`src/design/rsra_pkg.sv`:
```
// shared constants and types for the serial register access target
package rsra_pkg;

  // ----------------------------------------------------------------
  // bus addressing
  // ----------------------------------------------------------------
  localparam logic [6:0] RSRA_TARGET_ADDR = 7'h51; // 1010 001, bytes a2h / a3h
  localparam logic [7:0] RSRA_PTR_LAST = 8'h2f;     // highest valid pointer
  localparam logic [5:0] RSRA_PTR_FIRST = 6'h00;    // pointer after wrap

  // ----------------------------------------------------------------
  // widths
  // ----------------------------------------------------------------
  localparam int RSRA_PTR_W = 6;
  localparam int RSRA_BYTE_W = 8;
  localparam int RSRA_WORD_W = RSRA_PTR_W + RSRA_BYTE_W; // buffered write word

  // ----------------------------------------------------------------
  // counts and reset values
  // ----------------------------------------------------------------
  localparam logic [3:0] RSRA_BITS_PER_BYTE = 4'h8;
  localparam logic [3:0] RSRA_LAST_TX_BIT = 4'h7;
  localparam logic [3:0] RSRA_BITCNT_RST = 4'h0;
  localparam logic [5:0] RSRA_PTR_RST = 6'h00;
  localparam logic [7:0] RSRA_SHIFT_RST = 8'h00;
  localparam logic RSRA_LINE_IDLE = 1'b1; // both lines idle high

  // ----------------------------------------------------------------
  // byte roles and engine states
  // ----------------------------------------------------------------
  typedef enum logic [1:0] {
    RSRA_KIND_ADDR = 2'h0,
    RSRA_KIND_PTR  = 2'h1,
    RSRA_KIND_DATA = 2'h2
  } rsra_kind_e;

  // gray codes along idle -> rx -> ack -> tx -> master ack
  typedef enum logic [2:0] {
    RSRA_ST_IDLE    = 3'h0,
    RSRA_ST_RX      = 3'h1,
    RSRA_ST_ACK     = 3'h3,
    RSRA_ST_TX      = 3'h2,
    RSRA_ST_RACK    = 3'h6,
    RSRA_ST_STRETCH = 3'h5
  } rsra_state_e;

endpackage : rsra_pkg

```
`src/design/rsra_buf.sv`:
```
// two-entry skid buffer with valid/ready on both sides
`timescale 1ns/10ps
`default_nettype none

module rsra_buf #(
  parameter int WIDTH = 14
) (
  input wire logic clk_i,
  input wire logic rst_i,
  input wire logic in_valid_i,
  input wire logic [WIDTH-1:0] in_data_i,
  output logic in_ready_o,
  output logic out_valid_o,
  output logic [WIDTH-1:0] out_data_o,
  input wire logic out_ready_i
);

  logic skid_valid;
  logic [WIDTH-1:0] skid_data;
  wire drain_ok = out_ready_i | ~out_valid_o;

  // ----------------------------------------------------------------
  // storage
  // ----------------------------------------------------------------
  // ready comes from a flop so the filling side sees no combinational path
  assign in_ready_o = ~skid_valid;

  // output stage refills from the skid entry first to keep word order
  always_ff @(posedge clk_i) begin
    if (rst_i) begin
      out_valid_o <= 1'b0;
      out_data_o <= '0;
      skid_valid <= 1'b0;
      skid_data <= '0;
    end else if (drain_ok) begin
      if (skid_valid) begin
        out_valid_o <= 1'b1;
        out_data_o <= skid_data;
        skid_valid <= 1'b0;
      end else begin
        out_valid_o <= in_valid_i;
        if (in_valid_i) begin
          out_data_o <= in_data_i;
        end
      end
    end else if (in_valid_i && !skid_valid) begin
      skid_valid <= 1'b1; // receiver stalled: park the word
      skid_data <= in_data_i;
    end
  end

endmodule : rsra_buf

`default_nettype wire

```
`src/design/rsra_slave.sv`:
```
// two-wire serial target front end with auto-incrementing register pointer
//
// Overview of operation
// - each 8-bit byte is followed by one ack slot; low acks, high refuses.
// - when written, target drives ack after address, pointer and each data byte.
// - first byte after write address loads the pointer; valid 00h to 2Fh.
// - out-of-range pointer makes the transfer ignored, but all bytes still acked.
// - a write carries zero or more data bytes, ended by stop or restart.
// - pointer advances by one after each written byte, 2Fh wraps to 00h.
// - a read starts at the pointer left by the previous access.
// - after read address is acked, target sends data at once, no pointer.
// - pointer advances by one after each read byte, 2Fh wraps to 00h.
// - only address 1010 001 answers; a2h writes, a3h reads.
// - on backup battery power the interface stays silent on the bus.
// - start is data falling with clock high; stop is data rising.
`timescale 1ns/10ps
`default_nettype none

module rsra_slave (
  input wire logic clk_i,
  input wire logic rst_i,
  // two-wire bus pins
  input wire logic scl_i,
  output logic scl_o,
  output logic scl_oe_o,
  input wire logic sda_i,
  output logic sda_o,
  output logic sda_oe_o,
  // power state from the supply monitor
  input wire logic on_battery_i,
  // write side toward the register space
  output logic wr_valid_o,
  output logic [rsra_pkg::RSRA_PTR_W-1:0] wr_addr_o,
  output logic [rsra_pkg::RSRA_BYTE_W-1:0] wr_data_o,
  input wire logic wr_ready_i,
  // read side toward the register space
  output logic [rsra_pkg::RSRA_PTR_W-1:0] rd_addr_o,
  input wire logic [rsra_pkg::RSRA_BYTE_W-1:0] rd_data_i,
  output logic rd_strobe_o,
  // status
  output logic busy_o
);
  import rsra_pkg::*;

  // ----------------------------------------------------------------
  // pin synchronisation and bus events
  // ----------------------------------------------------------------
  logic [1:0] pins_s;
  logic [0:0] batt_s;
  logic scl_q;
  logic sda_q;

  rsra_sync #(
    .WIDTH(2),
    .RST_VAL(RSRA_LINE_IDLE)
  ) u_pin_sync (
    .clk_i(clk_i),
    .rst_i(rst_i),
    .async_i({scl_i, sda_i}),
    .sync_o(pins_s)
  );

  // battery flag is also foreign to this clock; idle low after reset
  rsra_sync #(
    .WIDTH(1),
    .RST_VAL(1'b0)
  ) u_batt_sync (
    .clk_i(clk_i),
    .rst_i(rst_i),
    .async_i(on_battery_i),
    .sync_o(batt_s)
  );

  wire scl_s = pins_s[1];
  wire sda_s = pins_s[0];
  wire on_batt = batt_s[0];

  // delayed copies of the synchronised lines for edge detection
  always_ff @(posedge clk_i) begin
    if (rst_i) begin
      scl_q <= RSRA_LINE_IDLE;
      sda_q <= RSRA_LINE_IDLE;
    end else begin
      scl_q <= scl_s;
      sda_q <= sda_s;
    end
  end

  // data edges count only while the clock stays high across both samples
  wire scl_rise = scl_s & ~scl_q;
  wire scl_fall = ~scl_s & scl_q;
  wire bus_start = scl_s & scl_q & sda_q & ~sda_s;
  wire bus_stop = scl_s & scl_q & ~sda_q & sda_s;

  // ----------------------------------------------------------------
  // engine registers
  // ----------------------------------------------------------------
  rsra_state_e state;
  rsra_state_e next_state;
  rsra_kind_e kind;
  logic [3:0] bitcnt;
  logic [7:0] shreg;
  logic [5:0] ptr;
  logic ignore;
  logic reading;
  logic master_ack;

  // ----------------------------------------------------------------
  // byte decode
  // ----------------------------------------------------------------
  wire byte_done = (bitcnt == RSRA_BITS_PER_BYTE);
  wire addr_hit = (shreg[7:1] == RSRA_TARGET_ADDR);
  wire addr_rd = shreg[0];
  wire ptr_ok = (shreg <= RSRA_PTR_LAST);
  wire [5:0] ptr_inc = (ptr[5:0] == RSRA_PTR_LAST[5:0]) ? RSRA_PTR_FIRST
                                                        : ptr + 6'h01;
  // a data byte of an accepted transfer must go into the buffer
  wire need_push = (kind == RSRA_KIND_DATA) && !ignore;

  // ----------------------------------------------------------------
  // write buffer
  // ----------------------------------------------------------------
  // a stalled register side stretches the clock instead of dropping bytes
  logic push;
  logic buf_ready;
  logic [RSRA_WORD_W-1:0] push_word;

  assign push_word = {ptr, shreg};

  rsra_buf #(
    .WIDTH(RSRA_WORD_W)
  ) u_wr_buf (
    .clk_i(clk_i),
    .rst_i(rst_i),
    .in_valid_i(push),
    .in_data_i(push_word),
    .in_ready_o(buf_ready),
    .out_valid_o(wr_valid_o),
    .out_data_o({wr_addr_o, wr_data_o}),
    .out_ready_i(wr_ready_i)
  );

  // push on the ack-slot entry of an accepted data byte
  wire rx_end = (state == RSRA_ST_RX) && scl_fall && byte_done;
  wire stretch_go = (state == RSRA_ST_STRETCH) && buf_ready;
  wire rx_push_now = rx_end && need_push && buf_ready;
  assign push = rx_push_now | stretch_go;

  // ----------------------------------------------------------------
  // next state
  // ----------------------------------------------------------------
  // start and stop win over any bit in flight, so a broken byte is dropped
  always_comb begin
    next_state = state;
    if (on_batt) begin
      next_state = RSRA_ST_IDLE;
    end else if (bus_start) begin
      next_state = RSRA_ST_RX;
    end else if (bus_stop) begin
      next_state = RSRA_ST_IDLE;
    end else begin
      case (state)
        RSRA_ST_IDLE: begin
          next_state = RSRA_ST_IDLE;
        end
        RSRA_ST_RX: begin
          if (rx_end) begin
            if (kind == RSRA_KIND_ADDR && !addr_hit) begin
              next_state = RSRA_ST_IDLE;
            end else if (need_push && !buf_ready) begin
              next_state = RSRA_ST_STRETCH;
            end else begin
              next_state = RSRA_ST_ACK;
            end
          end
        end
        RSRA_ST_STRETCH: begin
          if (buf_ready) begin
            next_state = RSRA_ST_ACK;
          end
        end
        RSRA_ST_ACK: begin
          if (scl_fall) begin
            next_state = reading ? RSRA_ST_TX : RSRA_ST_RX;
          end
        end
        RSRA_ST_TX: begin
          if (scl_fall && bitcnt == RSRA_LAST_TX_BIT) begin
            next_state = RSRA_ST_RACK;
          end
        end
        RSRA_ST_RACK: begin
          if (scl_fall) begin
            next_state = master_ack ? RSRA_ST_TX : RSRA_ST_IDLE;
          end
        end
        default: begin
          next_state = RSRA_ST_IDLE;
        end
      endcase
    end
  end

  always_ff @(posedge clk_i) begin
    if (rst_i) begin
      state <= RSRA_ST_IDLE;
    end else begin
      state <= next_state;
    end
  end

  // ----------------------------------------------------------------
  // bit counter and shift register
  // ----------------------------------------------------------------
  // rx shifts on the rising clock; tx shifts on the falling clock
  wire tx_load = (state == RSRA_ST_ACK && scl_fall && reading) ||
                 (state == RSRA_ST_RACK && scl_fall && master_ack);
  wire tx_shift = (state == RSRA_ST_TX) && scl_fall && bitcnt != RSRA_LAST_TX_BIT;

  always_ff @(posedge clk_i) begin
    if (rst_i || bus_start || bus_stop) begin
      bitcnt <= RSRA_BITCNT_RST;
      shreg <= RSRA_SHIFT_RST;
    end else if (state == RSRA_ST_RX && scl_rise) begin
      bitcnt <= bitcnt + 4'h1;
      shreg <= {shreg[6:0], sda_s};
    end else if (state == RSRA_ST_ACK && scl_fall) begin
      bitcnt <= RSRA_BITCNT_RST;
      if (reading) begin
        shreg <= rd_data_i;
      end
    end else if (tx_load) begin
      bitcnt <= RSRA_BITCNT_RST;
      shreg <= rd_data_i;
    end else if (tx_shift) begin
      bitcnt <= bitcnt + 4'h1;
      shreg <= {shreg[6:0], 1'b0};
    end
  end

  // ----------------------------------------------------------------
  // transfer role, pointer and ignore flag
  // ----------------------------------------------------------------
  // the pointer survives stop and start so a read resumes where the
  // last access left it
  always_ff @(posedge clk_i) begin
    if (rst_i) begin
      kind <= RSRA_KIND_ADDR;
      reading <= 1'b0;
      ignore <= 1'b0;
      ptr <= RSRA_PTR_RST;
    end else if (bus_start) begin
      kind <= RSRA_KIND_ADDR;
      reading <= 1'b0;
      ignore <= 1'b0;
    end else if (rx_end) begin
      case (kind)
        RSRA_KIND_ADDR: begin
          reading <= addr_rd;
          kind <= RSRA_KIND_PTR;
        end
        RSRA_KIND_PTR: begin
          kind <= RSRA_KIND_DATA;
          if (ptr_ok) begin
            ptr <= shreg[5:0];
          end else begin
            ignore <= 1'b1;
          end
        end
        RSRA_KIND_DATA: begin
          if (need_push && buf_ready) begin
            ptr <= ptr_inc;
          end
        end
        default: begin
          kind <= RSRA_KIND_ADDR;
        end
      endcase
    end else if (stretch_go) begin
      ptr <= ptr_inc;
    end else if (state == RSRA_ST_TX && scl_fall && bitcnt == RSRA_LAST_TX_BIT) begin
      ptr <= ptr_inc;
    end
  end

  // ----------------------------------------------------------------
  // controller acknowledge sampling
  // ----------------------------------------------------------------
  always_ff @(posedge clk_i) begin
    if (rst_i) begin
      master_ack <= 1'b0;
    end else if (state == RSRA_ST_RACK && scl_rise) begin
      master_ack <= ~sda_s;
    end
  end

  // ----------------------------------------------------------------
  // line drivers
  // ----------------------------------------------------------------
  // lines are open drain: only low is ever driven, so the level is fixed
  // ack is pulled during the stretch too, so it never falls as the clock is let go
  wire drive_ack = (next_state == RSRA_ST_ACK) || (next_state == RSRA_ST_STRETCH);
  wire [7:0] tx_byte = tx_load ? rd_data_i : (tx_shift ? {shreg[6:0], 1'b0} : shreg);
  wire drive_tx = (next_state == RSRA_ST_TX) && !tx_byte[7];

  always_ff @(posedge clk_i) begin
    if (rst_i) begin
      sda_o <= 1'b0;
      scl_o <= 1'b0;
      sda_oe_o <= 1'b0;
      scl_oe_o <= 1'b0;
    end else begin
      sda_o <= 1'b0;
      scl_o <= 1'b0;
      sda_oe_o <= drive_ack | drive_tx;
      scl_oe_o <= (next_state == RSRA_ST_STRETCH);
    end
  end

  // ----------------------------------------------------------------
  // register-side outputs
  // ----------------------------------------------------------------
  // the read address follows the pointer; the strobe marks each byte taken
  always_ff @(posedge clk_i) begin
    if (rst_i) begin
      rd_addr_o <= RSRA_PTR_RST;
      rd_strobe_o <= 1'b0;
      busy_o <= 1'b0;
    end else begin
      rd_addr_o <= ptr;
      rd_strobe_o <= tx_load;
      busy_o <= (next_state != RSRA_ST_IDLE);
    end
  end

endmodule : rsra_slave

`default_nettype wire

```
`src/design/rsra_sync.sv`:
```
// two-flop synchroniser for pin inputs, one chain per bit
`timescale 1ns/10ps
`default_nettype none

module rsra_sync #(
  parameter int WIDTH = 2,
  parameter logic RST_VAL = 1'b1
) (
  input wire logic clk_i,
  input wire logic rst_i,
  input wire logic [WIDTH-1:0] async_i,
  output logic [WIDTH-1:0] sync_o
);

  // ----------------------------------------------------------------
  // per-bit chains
  // ----------------------------------------------------------------
  // first stage feeds only the second; nothing else may look at it
  genvar gi;
  generate
    for (gi = 0; gi < WIDTH; gi = gi + 1) begin : g_bit
      logic meta;
      always_ff @(posedge clk_i) begin
        if (rst_i) begin
          meta <= RST_VAL;
          sync_o[gi] <= RST_VAL;
        end else begin
          meta <= async_i[gi];
          sync_o[gi] <= meta;
        end
      end
    end
  endgenerate

endmodule : rsra_sync

`default_nettype wire

```
`config.mk`:
```
export PLATFORM = sky130hd
export DESIGN_NAME = rsra_slave
export DESIGN_NICKNAME = d
export VERILOG_FILES = /design/src/design/rsra_pkg.sv /design/src/design/rsra_buf.sv /design/src/design/rsra_slave.sv /design/src/design/rsra_sync.sv
export SDC_FILE = /design/constraint.sdc
export NUM_CORES = 1
export LEC_CHECK = 0
export BUFFER_PORTS_ARGS = -buffer_cell sky130_fd_sc_hd__buf_2
export CORE_MARGIN = 2
export CORE_UTILIZATION = 36
export DETAILED_ROUTE_END_ITERATION = 7
export PLACE_DENSITY = 0.67
export SYNTH_ARGS = -nofsm -noshare
export SYNTH_HDL_FRONTEND = slang
export SYNTH_SLANG_ARGS = --single-unit
```
`constraint.sdc`:
```
create_clock -name clk_i -period 1.85 [get_ports clk_i]
set_input_delay 0.0925 -clock clk_i [delete_from_list [all_inputs] [get_ports clk_i]]
set_output_delay 0.0925 -clock clk_i [all_outputs]
set_load 0.005 [all_outputs]
```
# Word level (Yosys, flattened, before mapping)
# Cells that the tools add are included.
# classes
reduce_logical,43
muxes,33
n_eq_ne,19
order_cmp,1
bitwise,20
add_sub_neg,2
# ops
op,count
8-bit two-way mux,5
6-bit two-way mux,6
3-bit two-way mux,10
14-bit two-way mux,2
1-bit logical AND,21
4-bit two-way mux,4
3-bit case mux with 5 select lines,1
3-bit by 2-bit equality test with 1-bit output (second input constant),4
6-bit case mux with 2 select lines,1
1-bit inverter,10
2-bit AND reduction,5
3-bit equality test (second input constant),3
8-bit by 6-bit <= comparator with 1-bit output (second input constant),1
1-bit bitwise AND,7
7-bit equality test (second input constant),1
6-bit by 1-bit adder with 6-bit output (second input constant),1
6-bit equality test (second input constant),1
3-bit by 2-bit != test with 1-bit output (second input constant),2
2-bit case mux with 3 select lines,1
3-bit nonzero test,2
5-bit AND reduction,1
4-bit by 1-bit adder with 4-bit output (second input constant),1
4-bit by 3-bit equality test with 1-bit output (second input constant),1
4-bit equality test (second input constant),1
16 further kinds,26
# word_totals
inputBits,14
register_bits,74
wordCells,144

# Longest topological paths before layout
# depth
word_depth,13
ltp_mapped,8
depth_no_buf,7

# By module
# Synthesis repeated with hierarchy kept, for this count alone.
# unflattened
cells_unflattened,385
hier_area_um2,3439.5
# modules_own_cells
module,area_each_um2,cells_per_inst,instances
rsra_slave,1998.2,237,1
rsra_buf,1283.7,136,1
rsra_sync (u_pin_sync),105.1,8,1
rsra_sync (u_batt_sync),52.6,4,1

# Least setup slack after synthesis
# OpenSTA, ideal clock, no wires.
# synth_path
path_kind,reg-to-reg
start,register bitcnt[0]
end,register u_wr_buf.skid_data[12]
setup_slack_ps,26
required_time_ps,1722
stages_incl_launch_ff,9
t_arrival_ps,1696
path_cell_list,dfxtp_1 -> inv_1 -> ha_1 -> and3b_1 -> a31oi_1 -> nor4_4 -> buf_6 -> mux2i_1 -> nor2_1
# synth_via
elab_chain_cells,7
# synth_rtl
item,line,rtl
start: declaration,rsra_slave.sv:101,logic [3:0] bitcnt;
start signal: assignment,rsra_slave.sv:225,bitcnt <= bitcnt + 4'h1;
start signal: assignment,rsra_slave.sv:236,bitcnt <= bitcnt + 4'h1;
4-bit equality test,rsra_slave.sv:111,wire byte_done = (bitcnt == RSRA_BITS_PER_BYTE);
1-bit logical AND,rsra_slave.sv:144,wire rx_end = (state == RSRA_ST_RX) && scl_fall && byte_done;
1-bit logical AND (2 in a row),rsra_slave.sv:146,wire rx_push_now = rx_end && need_push && buf_ready;
1-bit bitwise OR,rsra_slave.sv:147,assign push = rx_push_now | stretch_go;
1-bit logical AND,rsra_buf.sv:46,end else if (in_valid_i && !skid_valid) begin
2-bit AND reduction (no line),--,
end signal: assignment,rsra_buf.sv:48,skid_data <= in_data_i;
end: declaration,rsra_buf.sv:19,logic [WIDTH-1:0] skid_data;
# Every way passes these cells.
# A chain may end at the register's enable or synchronous reset.

# Final worst setup path
# layout_path
start,register bitcnt[0]
end,register ptr[5]
# layout_via
elab_chain_cells,4
word_cells_on_any_way,10
cone_classes,eq/ne: 5; mux: 1; reduce/logical: 4
# layout_rtl
item,line,rtl
4-bit equality test / 4-bit by 3-bit equality test with 1-bit output (equally long branches),"rsra_slave.sv:111, rsra_slave.sv:281",
"1-bit logical AND, on equally long branches","rsra_slave.sv:144, rsra_slave.sv:281",
"3-bit by 2-bit != test with 1-bit output (no line), or another cell as far along",--,
5-bit AND reduction (no line),--,
end signal: assignment,rsra_slave.sv:265,ptr <= shreg[5:0];
end signal: assignment,rsra_slave.sv:272,ptr <= ptr_inc;
end signal: assignment,rsra_slave.sv:280,ptr <= ptr_inc;
end: declaration,rsra_slave.sv:103,logic [5:0] ptr;
# Several ways; a longest one is shown, not always the timed one.

==> reports/qor.txt <==
Synth Flop Type: dfxtp_1
start point of the worst min-delay path: rd_data_i[5]
Critical Path Fanout Max: 15
Reg2Reg Setup Slack: 0.04 ns
Least-Margin Pin Slew: 0.5531 ns
maxcap violations: 0
TritonCTS Buffers: 9
synthesized area per cell: 9.207 um^2
P_leak: 1.539 nW
via count of the routed design: 3050
number of synthesized flops with an enable pin: 0
Synth area leader: dfxtp_1
Global Route Usage Sum: 0.1708
Vias/cell: 5.295
htree depth: 3
setup_tns: 0 ns
CP endpoint kind: register
Hold Crit Class: input pin to register
WHS: 0.1717 ns
most frequent cells in the layout: dfxtp_1, nor2_1, buf_2
Crit Reg-Reg Startpoint: bitcnt[0]$_SDFFE_PP0N_
worst hold endpoint: shreg[5]$_SDFFE_PP0P_
area delta synth->final: 25.71%
worst reg2reg path depth: 7
IO buf count: 38
data required time of the worst path: 2.07 ns
die area: 10500 um^2
Worst Skew: 0.004700 ns
Die Span X: 102.5 um
Register Area: 1488 um^2
initial antenna violation count: 0
Rel. slew slack: 0.6313
Finished Layout Cells: 576
Rows: 35
RSZ-0062 raised after global routing: yes
Fin. Hold Viols: 0
crit path time final: 1.806 ns
kind of start point of the critical path: register
Final setup viols: 0
CORE AREA: 9328 um^2
CTS max path bufs: 2
DRT antenna net count: 0
area of the multi-input gates: 1963 um^2
first-pass GRT wire length: 14000 um
layout cells sized above 1: 0.2841
Mapped Area: 3490 um^2
status: finished, final reports clean
Residual DRC: 0
Final Slew Violations: 0
post-synthesis sequential area ratio: 0.4245
Synth top area share: 0.4245
TritonCTS clock tree: done
maximum clock rate: 553.7 MHz
Final #Nets: 459
r2r endpoint: ptr[5]$_SDFFE_PP0P_
root buffer cell: clkbuf_8
Placer Congestion: 0.8791
commonest non-fill, non-tap cell in the layout: dfxtp_1
worst setup path start: bitcnt[0]$_SDFFE_PP0N_
clock-pin slew on the worst setup and hold paths: 0.08 ns
Hold Path Depth: 4
total grt overflow: 0
placed cells: 555
pwr/cell area: 677.7 nW/um^2
starting density of the core: 0.3741
placed inst area: 4035 um^2
clk sinks: 74
# diodes: 0
critical path type: register to register
largest net degree at the start of global routing: 55
Clock Latency Late Sink: 0.35 ns
Die H: 102.5 um
Worst EP arrival: 2.03 ns
VDD IR max: 0.5070 mV
Synth warnings: 0
top cells by area in the synthesized netlist: dfxtp_1, mux2i_1, nor2_1
Synth Instances: 379
WL per Instance: 14.80 um
router iterations before antenna repair: 4
Seq cells post-synth: 74
HPWL after DPL: 6070 um
DRT iter0 DRCs: 205
drt total wl: 8527 um
post-route cell area: 4387 um^2
count of cell types in the netlist: 62
vias in the first global route: 2847
# fillers: 878
Async S/R FF share, synth: 0
period utilization: 0.9762
IO Pins: 41
## power breakdown
| group | internal, mW | switching [mW] | total (mW) |
|---|---|---|---|
| Clock | 0.628 | 0.621 | 1.25 |
| Combinational | 0.0484 | 0.0630 | 0.111 |
| Sequential | 1.60 | 0.0117 | 1.61 |
| Total | 2.28 | 0.695 | 2.97 |
## critical path, stage by stage (launching register included)
cell and delay, ns:
dfxtp_2 0.33, inv_1 0.05, ha_1 0.15, and4bb_2 0.30, o211a_2 0.39, nor2_1 0.13, o31ai_2 0.21, o31ai_1 0.10
## metal layers
layer / wire length [um] / global-route usage
met1: 4031 / 0.2327
met2: 3880 / 0.2574
met3: 373 / 0.03352
met4: 242 / 0.08513
met5: 0 / 0
## worst max-delay path by stage
stage	slack, ns	endpoint
floorplan	0.03	u_wr_buf.skid_data[12]$_SDFFE_PP0P_
global placement	-0.02	u_wr_buf.skid_data[7]$_SDFFE_PP0P_
detailed placement	-0.10	ptr[2]$_SDFFE_PP0P_
CTS	0.003	shreg[0]$_SDFFE_PP0P_
global route	-0.03	ptr[5]$_SDFFE_PP0P_
finish	0.04	ptr[5]$_SDFFE_PP0P_
## cells by family after synthesis
family                     Yosys count  synth area share
AOI/OAI and AO/OA                   81            0.1714
xor gates and xnor gates             6           0.01506
adders and majority gates            3           0.01076
buffers and inverters               30           0.03980
DFF                                 74            0.4245
muxes                               35            0.1004
other                                1          0.001075
and+or+nand+nor                    149            0.2370
## final cells by class
cell class,instances,share of cell area
Clock buffer,10,0.02909
Tap cell,129,0.03679
Sequential cell,74,0.3391
Inverter,5,0.004278
Clock inverter,6,0.01483
Timing Repair Buffer,76,0.1284
Multi-Input combinational cell,276,0.4475
## per-stage QoR
step | total power [mW] | setup WS (ns) | util
final | 2.973 | 0.04409 | 0.4703
after global routing | 3.081 | -0.03345 | 0.4703
after CTS | 2.988 | 0.002644 | 0.4573
after detailed placement | 1.754 | -0.1038 | 0.4326
after global placement | 1.752 | -0.02041 | 0.4326
after floorplan | 1.713 | 0.02649 | -
## flip-flops by register name, indices dropped and copies added (netlist names), 3 cells and up
name / flops
bitcnt: 4
state: 3
ptr: 6
u_wr_buf.out_data_o: 14
rd_addr_o: 6
u_wr_buf.skid_data: 14
shreg: 8
## repair_timing
item / CTS / global route
cloned: 0 / 1
gates resized for setup: 4 / 20
hold endpoints to repair: 3 / 0
hold buffers: 3 / 0
pin swaps: 2 / 2
setup buffers: 0 / 1
endpoints found under the setup margin: 19 / 43
## cell usage after synthesis (5+ instances only)
cell type	n
a211oi_1	16
a21oi_1	19
a31oi_1	7
and3_1	7
buf_2	8
clkbuf_1	11
dfxtp_1	74
inv_1	5
mux2i_1	35
nand2_1	18
nand2b_1	6
nand3_1	8
nand3b_1	5
nor2_1	44
nor2b_1	11
nor3_1	15
nor3b_1	6
o31ai_1	8
or2_2	7
xnor2_1	6
No activity file was read; power rests on OpenSTA's default activity.
